## src/rtl/bfe_pkg.sv

```systemverilog
/*
  Shared constants and types for the bit-field and flow-control execute unit.
  Assumes a decoder ahead of the unit that maps each instruction onto bfe_op_t.
*/
package bfe_pkg;

  typedef enum {
    OP_NONE,
    OP_SIGNED_FIELD_EXTRACT,
    OP_UNSIGNED_FIELD_EXTRACT,
    OP_SIGN_EXT_BYTE,
    OP_ZERO_EXT_BYTE,
    OP_SIGN_EXT_HALF,
    OP_ZERO_EXT_HALF,
    OP_FIELD_CLEAR,
    OP_FIELD_INSERT,
    OP_BRANCH_IMM,
    OP_CALL_IMMEDIATE,
    OP_JUMP_REGISTER,
    OP_CALL_REGISTER,
    OP_COMPARE_ZERO_JUMP,
    OP_COMPARE_NONZERO_JUMP,
    OP_IF_THEN_BLOCK
  } bfe_op_t;

  localparam int WORD_W = 32;
  localparam int LSB_W = 5;
  localparam int WIDTH_W = 6;
  localparam int ROT_W = 2;
  localparam int COND_W = 4;
  localparam int IT_CNT_W = 3;
  localparam int IT_SW_W = 3;

  localparam logic [COND_W-1:0] COND_EVERY_TIME = 4'he;
  localparam logic [IT_CNT_W-1:0] IT_MAX_LEN = 3'h4;
  localparam int ROT_STEP = 8;
  localparam int NEAR_OFS_MSB = 20;
  localparam int FAR_OFS_MSB = 24;
  localparam int CZ_OFS_MSB = 6;
  localparam logic [WORD_W-1:0] PC_AHEAD = 32'h0000_0004;
  localparam logic [WORD_W-1:0] INSTR_LONG = 32'h0000_0004;
  localparam logic [WORD_W-1:0] INSTR_SHORT = 32'h0000_0002;
  localparam logic [WORD_W-1:0] WORD_RST = 32'h0000_0000;
  localparam logic [WORD_W-1:0] ADDR_BIT0_CLR = 32'hffff_fffe;

endpackage

```

## src/rtl/bfe_field_unit.sv

```systemverilog
/*
  Combinational field datapath: extract, clear, insert and byte/half extension.
  Assumes operands are stable for the cycle; illegal lsb/width give any value.
*/
`timescale 1ns/1ps
module bfe_field_unit
  import bfe_pkg::*;
(
  input bfe_pkg::bfe_op_t op,
  input wire logic [bfe_pkg::WORD_W-1:0] src,
  input wire logic [bfe_pkg::WORD_W-1:0] dst,
  input wire logic [bfe_pkg::LSB_W-1:0] lsb,
  input wire logic [bfe_pkg::WIDTH_W-1:0] width,
  input wire logic [bfe_pkg::ROT_W-1:0] rot,
  output logic [bfe_pkg::WORD_W-1:0] result
);
  import bfe_pkg::*;

  logic [2*WORD_W-1:0] mask_wide;
  logic [WORD_W-1:0] mask;
  logic [WORD_W-1:0] shifted;
  logic [WORD_W-1:0] field;
  logic [WORD_W-1:0] hole;
  logic [2*WORD_W-1:0] rot_wide;
  logic [WORD_W-1:0] rotated;
  logic [WIDTH_W-1:0] top_idx;

  // a 64-bit mask keeps width 32 from wrapping to zero
  assign mask_wide = (64'h0000_0000_0000_0001 << width) - 64'h0000_0000_0000_0001;
  assign mask = mask_wide[WORD_W-1:0];
  assign shifted = src >> lsb;
  assign field = shifted & mask;
  assign hole = ~(mask << lsb);
  assign top_idx = width - 6'h01;
  assign rot_wide = {src, src} >> (rot * ROT_STEP);
  assign rotated = rot_wide[WORD_W-1:0];

  always_comb
  begin
    result = dst;
    case (op)
      OP_SIGNED_FIELD_EXTRACT:
        result = shifted[top_idx[LSB_W-1:0]] ? (field | ~mask) : field;
      OP_UNSIGNED_FIELD_EXTRACT:
        result = field;
      OP_SIGN_EXT_BYTE:
        result = {{24{rotated[7]}}, rotated[7:0]};
      OP_ZERO_EXT_BYTE:
        result = {24'h00_0000, rotated[7:0]};
      OP_SIGN_EXT_HALF:
        result = {{16{rotated[15]}}, rotated[15:0]};
      OP_ZERO_EXT_HALF:
        result = {16'h0000, rotated[15:0]};
      OP_FIELD_CLEAR:
        result = dst & hole;
      OP_FIELD_INSERT:
        result = (dst & hole) | ((src & mask) << lsb);
      default:
        result = dst;
    endcase
  end
endmodule

```

## src/rtl/bfe_it_tracker.sv

```systemverilog
/*
  If-then block state: base condition, remaining length and pending switches.
  Assumes the caller loads only outside a block and steps once per instruction.
*/
`timescale 1ns/1ps
module bfe_it_tracker
  import bfe_pkg::*;
(
  input wire logic ref_clk,
  input wire logic srst,
  input wire logic load,
  input wire logic [bfe_pkg::COND_W-1:0] load_cond,
  input wire logic [bfe_pkg::IT_CNT_W-1:0] load_len,
  input wire logic [bfe_pkg::IT_SW_W-1:0] load_else,
  input wire logic step,
  output logic active,
  output logic [bfe_pkg::COND_W-1:0] cur_cond,
  output logic last
);
  import bfe_pkg::*;

  logic [IT_CNT_W-1:0] cnt_r;
  logic [COND_W-1:0] cond_r;
  logic [IT_SW_W-1:0] else_r;
  logic inv_r;
  logic [IT_CNT_W-1:0] len_nxt;

  // out-of-range lengths are clamped rather than trapped
  assign len_nxt = (load_len > IT_MAX_LEN) ? IT_MAX_LEN :
                   (load_len == 3'h0) ? 3'h1 : load_len;

  always_ff @(posedge ref_clk)
  begin
    if (srst)
    begin
      cnt_r <= 3'h0;
      cond_r <= 4'h0;
      else_r <= 3'h0;
      inv_r <= 1'b0;
    end
    else if (load)
    begin
      cnt_r <= len_nxt;
      cond_r <= load_cond;
      else_r <= load_else;
      inv_r <= 1'b0;
    end
    else if (step && cnt_r != 3'h0)
    begin
      cnt_r <= cnt_r - 3'h1;
      inv_r <= else_r[0];
      else_r <= {1'b0, else_r[IT_SW_W-1:1]};
    end
  end

  assign active = (cnt_r != 3'h0);
  assign last = (cnt_r == 3'h1);
  // an else slot flips the low condition bit, giving the inverse test
  assign cur_cond = {cond_r[COND_W-1:1], cond_r[0] ^ inv_r};
endmodule

```

## src/rtl/bfe_exec.sv

```systemverilog
/*
  Execute stage for bit-field, extension and flow-control operations.
  Assumes an external evaluator answers cond_met for cond_sel in the same cycle
  and a decoder supplies operands, immediate and block fields already split out.
*/
`timescale 1ns/1ps
module bfe_exec
  import bfe_pkg::*;
(
  input wire logic ref_clk,
  input wire logic srst,
  input wire logic in_valid,
  input bfe_pkg::bfe_op_t in_op,
  input wire logic [bfe_pkg::COND_W-1:0] in_cond,
  input wire logic in_len4,
  input wire logic [bfe_pkg::WORD_W-1:0] in_pc,
  input wire logic [bfe_pkg::WORD_W-1:0] in_src,
  input wire logic [bfe_pkg::WORD_W-1:0] in_dst,
  input wire logic [bfe_pkg::WORD_W-1:0] in_imm,
  input wire logic [bfe_pkg::LSB_W-1:0] in_lsb,
  input wire logic [bfe_pkg::WIDTH_W-1:0] in_width,
  input wire logic [bfe_pkg::ROT_W-1:0] in_rot,
  input wire logic [bfe_pkg::IT_CNT_W-1:0] in_it_len,
  input wire logic [bfe_pkg::IT_SW_W-1:0] in_it_else,
  input wire logic cond_met,
  output logic [bfe_pkg::COND_W-1:0] cond_sel,
  output logic it_active,
  output logic done,
  output logic res_we,
  output logic [bfe_pkg::WORD_W-1:0] res_data,
  output logic ret_we,
  output logic [bfe_pkg::WORD_W-1:0] ret_data,
  output logic flow_taken,
  output logic [bfe_pkg::WORD_W-1:0] flow_target,
  output logic misuse_fault,
  output logic flags_we
);
  import bfe_pkg::*;

  logic it_last;
  logic [COND_W-1:0] it_cond;
  logic it_load;
  logic it_step;
  logic exec_ok;
  logic is_field;
  logic is_reg_jump;
  logic is_cz;
  logic [WORD_W-1:0] field_res;
  logic [WORD_W-1:0] ofs;
  logic [WORD_W-1:0] ret_nxt;
  logic taken_nxt;
  logic [WORD_W-1:0] target_nxt;
  logic fault_nxt;
  logic done_r;
  logic res_we_r;
  logic [WORD_W-1:0] res_data_r;
  logic ret_we_r;
  logic [WORD_W-1:0] ret_data_r;
  logic taken_r;
  logic [WORD_W-1:0] target_r;
  logic fault_r;

  bfe_field_unit u_field (
    .op(in_op),
    .src(in_src),
    .dst(in_dst),
    .lsb(in_lsb),
    .width(in_width),
    .rot(in_rot),
    .result(field_res)
  );

  // a block opener inside a block is dropped, not nested
  assign it_load = in_valid && in_op == OP_IF_THEN_BLOCK && !it_active;
  assign it_step = in_valid && it_active && in_op != OP_IF_THEN_BLOCK;

  bfe_it_tracker u_it (
    .ref_clk(ref_clk),
    .srst(srst),
    .load(it_load),
    .load_cond(in_cond),
    .load_len(in_it_len),
    .load_else(in_it_else),
    .step(it_step),
    .active(it_active),
    .cur_cond(it_cond),
    .last(it_last)
  );

  // inside a block the slot condition rules; outside only the immediate branch is tested
  assign cond_sel = it_active ? it_cond : in_cond;
  assign exec_ok = it_active ? cond_met :
                   (in_op == OP_BRANCH_IMM) ? cond_met : 1'b1;

  assign is_field = in_op inside {OP_SIGNED_FIELD_EXTRACT, OP_UNSIGNED_FIELD_EXTRACT,
                                  OP_SIGN_EXT_BYTE, OP_ZERO_EXT_BYTE, OP_SIGN_EXT_HALF,
                                  OP_ZERO_EXT_HALF, OP_FIELD_CLEAR, OP_FIELD_INSERT};
  assign is_reg_jump = in_op == OP_JUMP_REGISTER || in_op == OP_CALL_REGISTER;
  assign is_cz = in_op == OP_COMPARE_ZERO_JUMP || in_op == OP_COMPARE_NONZERO_JUMP;
  assign ret_nxt = in_pc + (in_len4 ? INSTR_LONG : INSTR_SHORT);

  always_comb
  begin
    ofs = WORD_RST;
    taken_nxt = 1'b0;
    target_nxt = target_r;
    fault_nxt = 1'b0;
    if (in_valid && exec_ok)
    begin
      case (in_op)
        OP_BRANCH_IMM, OP_CALL_IMMEDIATE:
        begin
          // short reach only for a conditional branch outside a block
          if (!it_active && in_op == OP_BRANCH_IMM && in_cond != COND_EVERY_TIME)
            ofs = {{11{in_imm[NEAR_OFS_MSB]}}, in_imm[NEAR_OFS_MSB:1], 1'b0};
          else
            ofs = {{7{in_imm[FAR_OFS_MSB]}}, in_imm[FAR_OFS_MSB:1], 1'b0};
          taken_nxt = 1'b1;
          target_nxt = in_pc + PC_AHEAD + ofs;
        end
        OP_JUMP_REGISTER, OP_CALL_REGISTER:
        begin
          fault_nxt = !in_src[0];
          taken_nxt = in_src[0];
          target_nxt = in_src & ADDR_BIT0_CLR;
        end
        OP_COMPARE_ZERO_JUMP, OP_COMPARE_NONZERO_JUMP:
        begin
          // unsigned offset keeps the target 4..130 bytes ahead
          ofs = {{25{1'b0}}, in_imm[CZ_OFS_MSB:1], 1'b0};
          taken_nxt = (in_src == WORD_RST) == (in_op == OP_COMPARE_ZERO_JUMP);
          target_nxt = in_pc + PC_AHEAD + ofs;
        end
        default:
          taken_nxt = 1'b0;
      endcase
    end
  end

  always_ff @(posedge ref_clk)
  begin
    if (srst)
      done_r <= 1'b0;
    else
      done_r <= in_valid;
  end

  always_ff @(posedge ref_clk)
  begin
    if (srst)
    begin
      res_we_r <= 1'b0;
      res_data_r <= WORD_RST;
    end
    else
    begin
      res_we_r <= in_valid && exec_ok && is_field;
      // a suppressed slot leaves the held result alone
      if (in_valid && exec_ok && is_field)
        res_data_r <= field_res;
    end
  end

  always_ff @(posedge ref_clk)
  begin
    if (srst)
    begin
      ret_we_r <= 1'b0;
      ret_data_r <= WORD_RST;
    end
    else
    begin
      // a faulting register call still loads ret_data with the return address but holds ret_we low
      ret_we_r <= in_valid && exec_ok && (in_op == OP_CALL_IMMEDIATE ||
                  (in_op == OP_CALL_REGISTER && in_src[0]));
      if (in_valid && exec_ok && (in_op == OP_CALL_IMMEDIATE || in_op == OP_CALL_REGISTER))
        ret_data_r <= ret_nxt;
    end
  end

  always_ff @(posedge ref_clk)
  begin
    if (srst)
    begin
      taken_r <= 1'b0;
      target_r <= WORD_RST;
      fault_r <= 1'b0;
    end
    else
    begin
      taken_r <= taken_nxt;
      target_r <= target_nxt;
      fault_r <= fault_nxt;
    end
  end

  assign done = done_r;
  assign res_we = res_we_r;
  assign res_data = res_data_r;
  assign ret_we = ret_we_r;
  assign ret_data = ret_data_r;
  assign flow_taken = taken_r;
  assign flow_target = target_r;
  assign misuse_fault = fault_r;
  assign flags_we = 1'b0;
endmodule

```

## config.mk

```make
export PLATFORM = sky130hd
export DESIGN_NAME = bfe_exec
export DESIGN_NICKNAME = d
export VERILOG_FILES = /design/src/rtl/bfe_pkg.sv /design/src/rtl/bfe_field_unit.sv /design/src/rtl/bfe_it_tracker.sv /design/src/rtl/bfe_exec.sv
export SDC_FILE = /design/constraint.sdc
export NUM_CORES = 1
export LEC_CHECK = 0
export ABC_CLOCK_PERIOD_IN_PS = 4900
export BUFFER_PORTS_ARGS = -buffer_cell sky130_fd_sc_hd__buf_2
export CORE_MARGIN = 5
export CORE_UTILIZATION = 45
export DETAILED_ROUTE_END_ITERATION = 6
export PLACE_DENSITY = 0.65
export SYNTH_ARGS = -nofsm -noshare
export SYNTH_HDL_FRONTEND = slang
export SYNTH_SLANG_ARGS = --single-unit
```

## constraint.sdc

```tcl
create_clock -name ref_clk -period 4.9 [get_ports ref_clk]
set_input_delay 0.245 -clock ref_clk [delete_from_list [all_inputs] [get_ports ref_clk]]
set_output_delay 0.245 -clock ref_clk [all_outputs]
set_load 0.03 [all_outputs]
```

Yosys cells after proc, flatten, opt, wreduce, memory -nomap -nowiden --
Index checks and enable logic that the tools add are counted.
Word-level totals: output and inout port bits 107, word-level logic and storage cells 106, bits of input ports 188, bits in registers 112, ROM bits 0, memories 0, bits in writable memories 0, latch bits 0
Cells by class: divide/modulo/power cells 0, bitwise gates (word level) 10, multiply operators 0, reduce and logical (&&, ||, !) cells 29, muxes and demuxes 19, equal/unequal tests 22, magnitude comparators 2, add/sub/neg operators 7, shifts and indexed selects 5
Operator list (number):
- one-hot mux 32 bit (8 select lines) | 1
- equality test 32 x 4 -> 1 bit, second input constant | 7
- equality test 32 x 5 -> 1 bit, second input constant | 5
- equality test 32 x 3 -> 1 bit, second input constant | 4
- two-way mux 32 bit | 4
- AND 32 bit | 3
- one-hot mux 32 bit (3 select lines) | 1
- equality test 32 x 2 -> 1 bit, second input constant | 2
- inverter 32 bit | 2
- bitwise OR 32 bit | 2
- left shift 32 x 5 -> 32 bit | 2
- right shift 64 x 5 -> 16 bit | 1
- adder 32 x 3 -> 32 bit | 1
- adder 32 x 3 -> 32 bit, second input constant | 1
- adder 32 bit | 1
- adder 32 x 7 -> 32 bit | 1
- equality test 32 x 1 -> 1 bit, second input constant | 1
- logical NOT 32 bit | 1
- inequality test 32 x 5 -> 1 bit, second input constant | 1
- left shift 1 x 6 -> 32 bit, first input constant | 1
- right shift 32 x 5 -> 32 bit | 1
- subtractor 32 x 1 -> 32 bit, second input constant | 1
- two-way mux 3 bit | 7
- logical AND 1 bit | 12
- other kinds (21) | 31

Depth between registers and ports, before layout --
Gate-level depths: netlist of run 1.
depth in word-level cells 9, mapped depth 20, gate-level depth less buffers 19

Modules after synthesis --
Synthesis of run 1 repeated with hierarchy kept, for this count alone.
Unflattened totals: cells, all modules 2343, area total of the unflattened synthesis 16604.7 µm²
Modules (own cells, without submodules):
- bfe_field_unit | times used 1, cells each 1330, seq. area each 0.0 µm², area an instance 9137.5 µm²
- bfe_exec | times used 1, cells each 947, seq. area each 2021.9 µm², area an instance 6871.6 µm²
- bfe_it_tracker | times used 1, cells each 66, seq. area each 220.2 µm², area an instance 595.6 µm²

Least setup slack after synthesis of run 1 --
Ideal clock, no wire load.
path type input to register, from in in_pc[4] in the netlist's numbering, to reg target_r[27] (netlist: flow_target[27]), slack 0.866 ns, buffers on the path 1, arrival 3.896 ns, setup time 0.137 ns, required time 4.763 ns, cell stages on the path 20, path through clkbuf_1 -> nand3_1 -> nor2_1 -> nand2_1 -> nor2_1 -> nand3_1 -> or2_2 -> nor2_1 -> xor2_1 -> ha_1 -> a21o_1 -> a21o_1 -> a21o_1 -> a21oi_1 -> nor2b_1 -> a211oi_1 -> o21ai_0 -> or3_1 -> a32oi_1 -> a211oi_1
Between the ends: cells in the longest elaborated chain, start to end 3, elaborated cells between the ends (all ways) 4, classes of those cells add/sub (3); mux (1)
RTL lines:
- start, declared | line bfe_exec.sv:16 | input wire logic [bfe_pkg::WORD_W-1:0] in_pc,
- adder 32 x 3 -> 32 bit (*) | line bfe_exec.sv:119, bfe_exec.sv:132
- adder 32 x 7 -> 32 bit or adder 32 bit (tied branches) | line bfe_exec.sv:132, bfe_exec.sv:119
- one-hot mux 32 bit (3 select lines) (*) | line bfe_exec.sv:110 | case (in_op)
- end signal, assigned | line bfe_exec.sv:192 | target_r <= target_nxt;
- end, declared | line bfe_exec.sv:60 | logic [WORD_W-1:0] target_r;
Mark *: on every way between the ends. The rest lies on a longest branch, timed or not. A chain may end at the register's enable or synchronous reset.

Final worst setup path of run 1 --
from in in_width[0] in the netlist's numbering, to reg res_data_r[28] (netlist: res_data[28])
Between the ends: cells in the longest elaborated chain, start to end 7, elaborated cells between the ends (all ways) 16, classes of those cells add/sub (2); shift (3); mux (4); bitwise (7)
RTL lines:
- start, declared | line bfe_exec.sv:21 | input wire logic [bfe_pkg::WIDTH_W-1:0] in_width,
- left shift 1 x 6 -> 32 bit | line bfe_field_unit.sv:29 | assign mask_wide = (64'h0000_0000_0000_0001 << width) - 64'h0000_0000_0000_0001;
- subtractor 32 x 1 -> 32 bit | line bfe_field_unit.sv:29
- left shift 32 x 5 -> 32 bit | line bfe_field_unit.sv:33 | assign hole = ~(mask << lsb);
- inverter 32 bit | line bfe_field_unit.sv:33
- AND 32 bit | line bfe_field_unit.sv:55, bfe_field_unit.sv:57
- bitwise OR 32 bit | line bfe_field_unit.sv:57 | result = (dst & hole) | ((src & mask) << lsb);
- one-hot mux 32 bit (8 select lines) (*) | line bfe_field_unit.sv:41 | case (op)
- end signal, assigned | line bfe_exec.sv:160 | res_data_r <= field_res;
- end, declared | line bfe_exec.sv:56 | logic [WORD_W-1:0] res_data_r;
Mark *: on every way between the ends. The rest lies on a longest branch, timed or not. The select of a mux whose other input is x is not followed.

==> results.sh, run 1 <==
export IMPL_status="complete, but fails checks"
export IMPL_violations="design-rule violations"
export IMPL_antenna_found_initial=6
export IMPL_synth_nets=2357
export IMPL_coreArea_sq_um=34700
export IMPL_layout_drive_gt1_share_pct=24.5
export IMPL_synth_seq_area_share_pct=14.1
export IMPL_dp_hpwl_microns=65800
export IMPL_critPathMaxStageDelay_ns=0.76
export IMPL_cp_endpoint="res_data[28]$_SDFFE_PP0P_"
export IMPL_rrSetupSlack_ns=0.77
export IMPL_hold_class="in2reg"
export IMPL_grt_first_pass_wirelength_microns=121000
export IMPL_initial_core_util_pct=45.7
export IMPL_htreeDepth=3
export IMPL_drt_wl_total_microns=84000
export IMPL_grt_max_degree=88
export IMPL_synth_ff_latch_count=112
export IMPL_die_area_sq_um=39100
export IMPL_path_buf_inv=6
export IMPL_final_max_slew_viol_count=0
export IMPL_yosys_area_top_type="dfxtp_1"
export IMPL_io_pins=295
export IMPL_dr_first_iter_drc_count=2975
export IMPL_overflow=0
export IMPL_die_height_microns=198
export IMPL_cts_clk_slew_worst_paths_ns=0.09
export IMPL_avgSynthCellArea_sq_um=7.47
export IMPL_nets=2578
export IMPL_reg2reg_to="flow_target[30]$_SDFFE_PP0P_"
export IMPL_ctsResizeCount=0
export IMPL_cts_setup_buffers=0
export IMPL_synth_area_top_cells="dfxtp_1 14%, mux4_2 10%, nand2_1 5.4%"
export IMPL_die_w_microns=198
export IMPL_cp_cell_sequence="buf_2 -> inv_1 -> ha_1 -> buf_4 -> nor2_1 -> a221oi_4 -> or3_1 -> o21ai_1 -> nor4_1 -> buf_4 -> o311ai_0 -> buf_4 -> a22oi_1 -> a2111oi_0 -> buf_4 -> a31oi_1"
export IMPL_placed_area_sq_um=18000
export IMPL_async_reset_ff_share_pct=0
export IMPL_reg2regPathDepth=18
export IMPL_maxSlewHeadroom_pct=12.3
export IMPL_fmax_mhz=219
export IMPL_critPathLaunchType="primary input"
export IMPL_area_growth_pct=15.2
export IMPL_first_global_vias=18300
export IMPL_cp_end_kind="flop"
export IMPL_clock_sinks=112
export IMPL_path_class="in2reg"
export IMPL_viasPerCell=6.97
export IMPL_powerDensity_nw_per_um2=192
export IMPL_yosys_warnings=0
export IMPL_cts_tree="yes"
export IMPL_hold_worst_slack_ns=0.116
export IMPL_worstMarginPinSlew_ns=1.30
export IMPL_synth_edf_count=0
export IMPL_post_route_min_period_ns=4.56
export IMPL_leakage_nw=7.22
export IMPL_ctsHoldBuffers=0
export IMPL_r2r_start="u_it.cnt_r[0]$_SDFFE_PP0P_"
export IMPL_postSynthCellCount=2126
export IMPL_seq_area_sq_um=2240
export IMPL_yosys_area_share_simple_pct=26.3
export IMPL_dr_pass1_iters=7
export IMPL_finalSetupViolations=0
export IMPL_synthXorXnorAreaFrac_pct=5.96
export IMPL_multiInputGateArea_sq_um=12600
export IMPL_cts_root_buf="clkbuf_16"
export IMPL_cp_common_cell="buf_4"
export IMPL_fin_worst_skew_ns=0.00751
export IMPL_crit_cells=16
export IMPL_crit_slowest_cell="o311ai_0"
export IMPL_final_cell_area_sq_um=18300
export IMPL_synth_top_family_by_area="compound AO/OA/AOI/OAI gates"
export IMPL_cp_required_ns=5.16
export IMPL_fin_crit_sh_pct=93.2
export IMPL_synth_cell_type_count=107
export IMPL_synth_top_cell_area_share_pct=14.1
export IMPL_route_detailed_drc=1
export IMPL_rsz0062_at_grt="no"
export IMPL_ir_drop_mv=0.188
export IMPL_hold_violations=0
export IMPL_post_drt_wl_per_cell_microns=29.9
export IMPL_track_usage_pct=40.8
export IMPL_vias=19600
export IMPL_insertion_delay_ns=0.38
export IMPL_cp_top_family="compound AO/OA/AOI/OAI gates"
export IMPL_netlist_area_sq_um=15900
export IMPL_synth_ff_type="dfxtp_1"
export IMPL_synthMuxAreaShare_pct=15.3
export IMPL_synthAdderAreaFrac_pct=3.48
export IMPL_max_cap_violations=0
export IMPL_cp_arrival_ns=4.83
export IMPL_clock_path_buffers=2
export IMPL_worstPathMaxFanout=14
export IMPL_nFillCells=3420
export IMPL_antenna_left=0
export IMPL_synth_compound_area_share_pct=28.3
export IMPL_cts_buffers=9
export IMPL_gp_congestion=1.11
export IMPL_io_buffers=285
export IMPL_fp_row_count=68
export IMPL_crit_start="in_width[0]"
-- cell usage after synthesis, types with 42 or more instances --
master    number
a211oi_1      74
a21oi_1      110
clkbuf_1     141
dfxtp_1      112
inv_1         42
mux2i_1       50
mux4_2        72
nand2_1      229
nand3_1       79
nor2_1       224
nor3_1        76
o211ai_1      44
o21ai_0       62
xnor2_1       65
xor2_1        43
-- sequential cells by signal (all words and copies together) (netlist names) --
register      cells
flow_taken        1
ret_we            1
u_it.cnt_r        3
res_we            1
flow_target      32
misuse_fault      1
ret_data         32
res_data         32
u_it.inv_r        1
u_it.else_r       3
done              1
u_it.cond_r       4
-- layout by cell type (no fill, tap or decap), types with 72 or more instances in the layout --
master	n
nor2_1	219
buf_2	283
nor3_1	75
dfxtp_1	112
a21oi_1	110
nand2_1	229
mux4_2	72
a211oi_1	74
buf_4	123
nand3_1	79
-- worst min path at each step --
stage,startpoint,to,slack (ns),cells past startpoint
2_1_floorplan,in_valid,done$_SDFF_PP0_,0.37,1
3_3_place_gp,flow_target[0]$_SDFFE_PP0P_,flow_target[0]$_SDFFE_PP0P_,0.44,2
3_5_place_dp,flow_target[0]$_SDFFE_PP0P_,flow_target[0]$_SDFFE_PP0P_,0.45,2
4_1_cts,in_it_else[2],u_it.else_r[2]$_SDFFE_PP0P_,0.12,3
5_1_grt,in_cond[0],u_it.cond_r[0]$_SDFFE_PP0P_,0.13,3
6_report,in_it_else[2],u_it.else_r[2]$_SDFFE_PP0P_,0.12,3
-- layer usage --
metal  global-route usage (%)  part of all wire (%)
met5                        0                 0.064
met4                     17.8                   5.5
met3                     14.9                    15
met1                     55.9                    39
met2                     57.5                    40
-- cell type report --
class                      instances  area share [%]
clock buffer                       9            1.23
sequential                       112            12.3
timing repair buffer             407            12.9
antenna                            1          0.0137
clock inverter                     7           0.417
tap                              455            3.11
inverter                          45           0.924
multi-input combinational       1772            69.1
-- stage by stage --
stage                     setup WS, ns  total power, mW  instances  utilization [%]  TNS, ns
final                            0.335             3.51       2808             52.7        0
after global placement         -0.0452             2.64       2791             51.8  -0.0452
after detailed placement        0.0796             2.65       2791             51.8        0
after CTS                        0.473             3.44       2807             52.7        0
after floorplan                  0.866             2.02       2126                -        0
after global routing            0.0274             3.63       2808             52.7        0
-- kinds of logic (layout without fill, tap and decap cells) --
| group | count (synthesis) | after routing |
|---|---|---|
| AOI/OAI and AO/OA | 617 | 617 |
| xor gates and xnor gates | 108 | 108 |
| adders and majority gates | 43 | 43 |
| buffers and inverters | 242 | 468 |
| DFF | 112 | 112 |
| muxes | 149 | 149 |
| other | 1 | 2 |
| and+or+nand+nor | 854 | 854 |
-- tightest hold or removal path, cell delays in order --
cell	delay (ns)
buf_2	0.08
a22oi_1	0.06
nor2_1	0.08
-- power breakdown --
group	total, mW	switching [mW]	internal (mW)
clock network	0.799	0.430	0.368
registers	0.922	0.00461	0.918
logic	1.79	1.14	0.647
Note: power is estimated with default switching activity, not from simulation.
==> run 2: changes to the inputs <==
--- a/config.mk
+++ b/config.mk
@@ -5,10 +5,11 @@
 export SDC_FILE = /design/constraint.sdc
 export NUM_CORES = 1
 export LEC_CHECK = 0
-export ABC_CLOCK_PERIOD_IN_PS = 4900
+export ABC_CLOCK_PERIOD_IN_PS = 5100
 export BUFFER_PORTS_ARGS = -buffer_cell sky130_fd_sc_hd__buf_2
 export CORE_MARGIN = 5
 export CORE_UTILIZATION = 45
+export CTS_BUF_LIST = sky130_fd_sc_hd__clkbuf_4
 export DETAILED_ROUTE_END_ITERATION = 6
 export PLACE_DENSITY = 0.65
 export SYNTH_ARGS = -nofsm -noshare
==> constraint.sdc (replaced) <==
create_clock -name ref_clk -period 5.1 [get_ports ref_clk]
set_input_delay 0.255 -clock ref_clk [delete_from_list [all_inputs] [get_ports ref_clk]]
set_output_delay 0.255 -clock ref_clk [all_outputs]
set_load 0.03 [all_outputs]
==> run 2 against run 1 <==
  * Worst setup slack better by 0.14 ns
  * Largest power group unchanged
  * Clock power fell by 41%
  * The flow still finishes with violations (design-rule violations)
  * Sequential share of layout area about the same
  * Routed wire length decreased by 0.67%
  * Register-to-register slack improved by 0.10 ns
  * Critical path type unchanged
==> results.sh, run 2 (synthesis gave the netlist of run 1 again) <==
export IMPL_fp_row_count=68
export IMPL_cts_setup_buffers=0
export IMPL_rrSetupSlack_ns=0.87
export IMPL_path_class="in2reg"
export IMPL_cp_arrival_ns=5.02
export IMPL_status="complete, but fails checks"
export IMPL_violations="design-rule violations"
export IMPL_final_cell_mix="283 x buf_2, 229 x nand2_1, 219 x nor2_1"
export IMPL_io_buffers=285
export IMPL_antenna_left=0
export IMPL_io_pins=295
export IMPL_max_cap_violations=0
export IMPL_hold_violations=0
export IMPL_path_buf_inv=3
export IMPL_cts_clk_slew_worst_paths_ns=0.20
export IMPL_initial_core_util_pct=45.7
export IMPL_route_met2_wl_microns=34500
export IMPL_rsz0062_at_grt="no"
export IMPL_critPathMaxStageDelay_ns=0.53
export IMPL_dp_hpwl_microns=65400
export IMPL_clock_path_buffers=2
export IMPL_fin_worst_skew_ns=0.0201
export IMPL_cp_cell_sequence="dlygate4sd3_1 -> buf_2 -> xor2_1 -> nand2_1 -> nor2_1 -> nand2_1 -> and2_1 -> ha_1 -> o21a_1 -> o21ai_0 -> nor3_1 -> a21oi_1 -> o31ai_1 -> buf_4 -> a211oi_1 -> o21ai_0 -> or3_1 -> a32oi_1 -> a211oi_1"
export IMPL_worstMarginPinSlew_ns=1.05
export IMPL_die_height_microns=198
export IMPL_layout_cells_most_common="buf_2"
export IMPL_cts_buffers=9
export IMPL_route_detailed_drc=2
export IMPL_die_area_sq_um=39100
export IMPL_cts_root_buf="clkbuf_4"
export IMPL_dr_pass1_iters=7
export IMPL_critPathLaunchType="primary input"
export IMPL_dr_first_iter_drc_count=2758
export IMPL_area_growth_pct=15.3
export IMPL_final_max_slew_viol_count=0
export IMPL_hold_worst_slack_ns=0.0528
export IMPL_crit_start="in_op[0]"
export IMPL_cp_end_kind="flop"
export IMPL_cts_tree="yes"
export IMPL_post_drt_wl_per_cell_microns=29.5
export IMPL_maxSlewHeadroom_pct=29.8
export IMPL_post_route_min_period_ns=4.63
export IMPL_fin_crit_sh_pct=90.7
export IMPL_crit_cells=19
export IMPL_ir_drop_mv=0.161
export IMPL_cp_endpoint="flow_target[27]$_SDFFE_PP0P_"
export IMPL_drt_wl_total_microns=83500
export IMPL_total_power_mw=3.08
export IMPL_insertion_delay_ns=0.55
export IMPL_placed_area_sq_um=17900
export IMPL_ctsResizeCount=0
export IMPL_finalSetupViolations=0
export IMPL_powerDensity_nw_per_um2=168
export IMPL_leakage_nw=7.20
export IMPL_viasPerCell=6.95
export IMPL_coreArea_sq_um=34700
export IMPL_wl_met1_microns=32700
export IMPL_gp_congestion=1.10
export IMPL_fmax_mhz=216
export IMPL_final_cell_area_sq_um=18300
export IMPL_antenna_found_initial=5
export IMPL_track_usage_pct=40.5
export IMPL_worstPathMaxFanout=14
export IMPL_grt_max_degree=95
export IMPL_reg2regPathDepth=18
export IMPL_clock_sinks=112
export IMPL_vias=19700
export IMPL_cp_required_ns=5.49
export IMPL_layout_drive_gt1_share_pct=23.9
export IMPL_htreeDepth=3
export IMPL_overflow=0
export IMPL_nets=2594
export IMPL_grt_first_pass_wirelength_microns=121000
export IMPL_tns_ns=0
export IMPL_top_layer_used="met5"
export IMPL_wl_met3_microns=12100
export IMPL_crit_slowest_cell="dlygate4sd3_1"
export IMPL_cp_top_family="compound AO/OA/AOI/OAI gates"
export IMPL_hold_class="in2reg"
export IMPL_first_global_vias=18400
export IMPL_die_w_microns=198
export IMPL_final_util_pct=52.7
export IMPL_reg2reg_to="flow_target[30]$_SDFFE_PP0P_"
export IMPL_r2r_start="u_it.cnt_r[0]$_SDFFE_PP0P_"
-- run 2: cell count changes in the layout (fill, tap and decap cells not counted) --
cell           previous run  this run
buf_4                   123       112
clkbuf_16                 9         0
clkbuf_4                  0         9
clkinv_2                  0         2
clkinv_4                  2         0
clkinvlp_4                0         1
diode_2                   1         3
dlygate4sd3_1             0        27
inv_12                    1         0
-- run 2: where the power goes --
part	internal, mW	switching (mW)
Combinational	0.626	1.09
Clock	0.110	0.363
Sequential	0.885	0.00432
-- run 2: per-layer routing --
| layer | global-route usage [%] | up-vias |
|---|---|---|
| li1 | - | 8540 |
| met1 | 55.1 | 9361 |
| met2 | 59.1 | 1478 |
| met3 | 13.6 | 267 |
| met4 | 16.3 | 4 |
| met5 | 0 | - |
-- run 2: worst reg2reg max path, cell delays in order (launching register included) --
cell	delay (ns)
dfxtp_1	0.38
inv_1	0.07
ha_1	0.22
nor2b_1	0.13
buf_4	0.16
nand3_1	0.09
nor2_1	0.04
buf_4	0.17
mux2i_1	0.12
nor2_1	0.50
ha_1	0.45
and3_1	0.21
a21o_1	0.18
a2111o_1	0.40
o221ai_1	0.33
nor2_1	0.10
a211oi_1	0.29
xnor2_1	0.10
a211oi_1	0.21
-- run 2: repair_timing --
| item | in CTS | in global routing |
|---|---|---|
| endpoints found under the setup margin | 0 | 0 |
| hold endpoints to repair | 27 | 0 |
| hold buffers | 27 | 0 |
-- run 2: layout make-up --
cell class | count | area [sq um]
Fill cell | 3471 | 16400
Multi-Input combinational cell | 1772 | 12600
Timing Repair Buffer | 423 | 2550
Sequential cell | 112 | 2240
Tap cell | 455 | 569
Inverter | 45 | 169
Clock buffer | 9 | 67.6
Clock inverter | 7 | 60.1
Antenna cell | 3 | 7.51
-- run 2: worst min path at each step --
stage	slack, ns	endpoint	cells after the start	from
after floorplan	0.38	done$_SDFF_PP0_	1	in_valid
after global placement	0.44	flow_target[0]$_SDFFE_PP0P_	2	flow_target[0]$_SDFFE_PP0P_
after detailed placement	0.45	flow_target[3]$_SDFFE_PP0P_	2	flow_target[3]$_SDFFE_PP0P_
after CTS	0.01	flow_target[1]$_SDFFE_PP0P_	3	in_src[1]
after global routing	0.03	flow_target[1]$_SDFFE_PP0P_	3	in_src[1]
final	0.05	flow_target[1]$_SDFFE_PP0P_	3	in_src[1]
-- run 2: through the flow --
| step | std cells | setup slack [ns] |
|---|---|---|
| final | 2826 | 0.473 |
| after global routing | 2825 | 0.0653 |
| after floorplan | 2126 | 1.06 |
| after global placement | 2780 | 0.241 |
| after CTS | 2823 | 0.640 |
| after detailed placement | 2780 | 0.0658 |
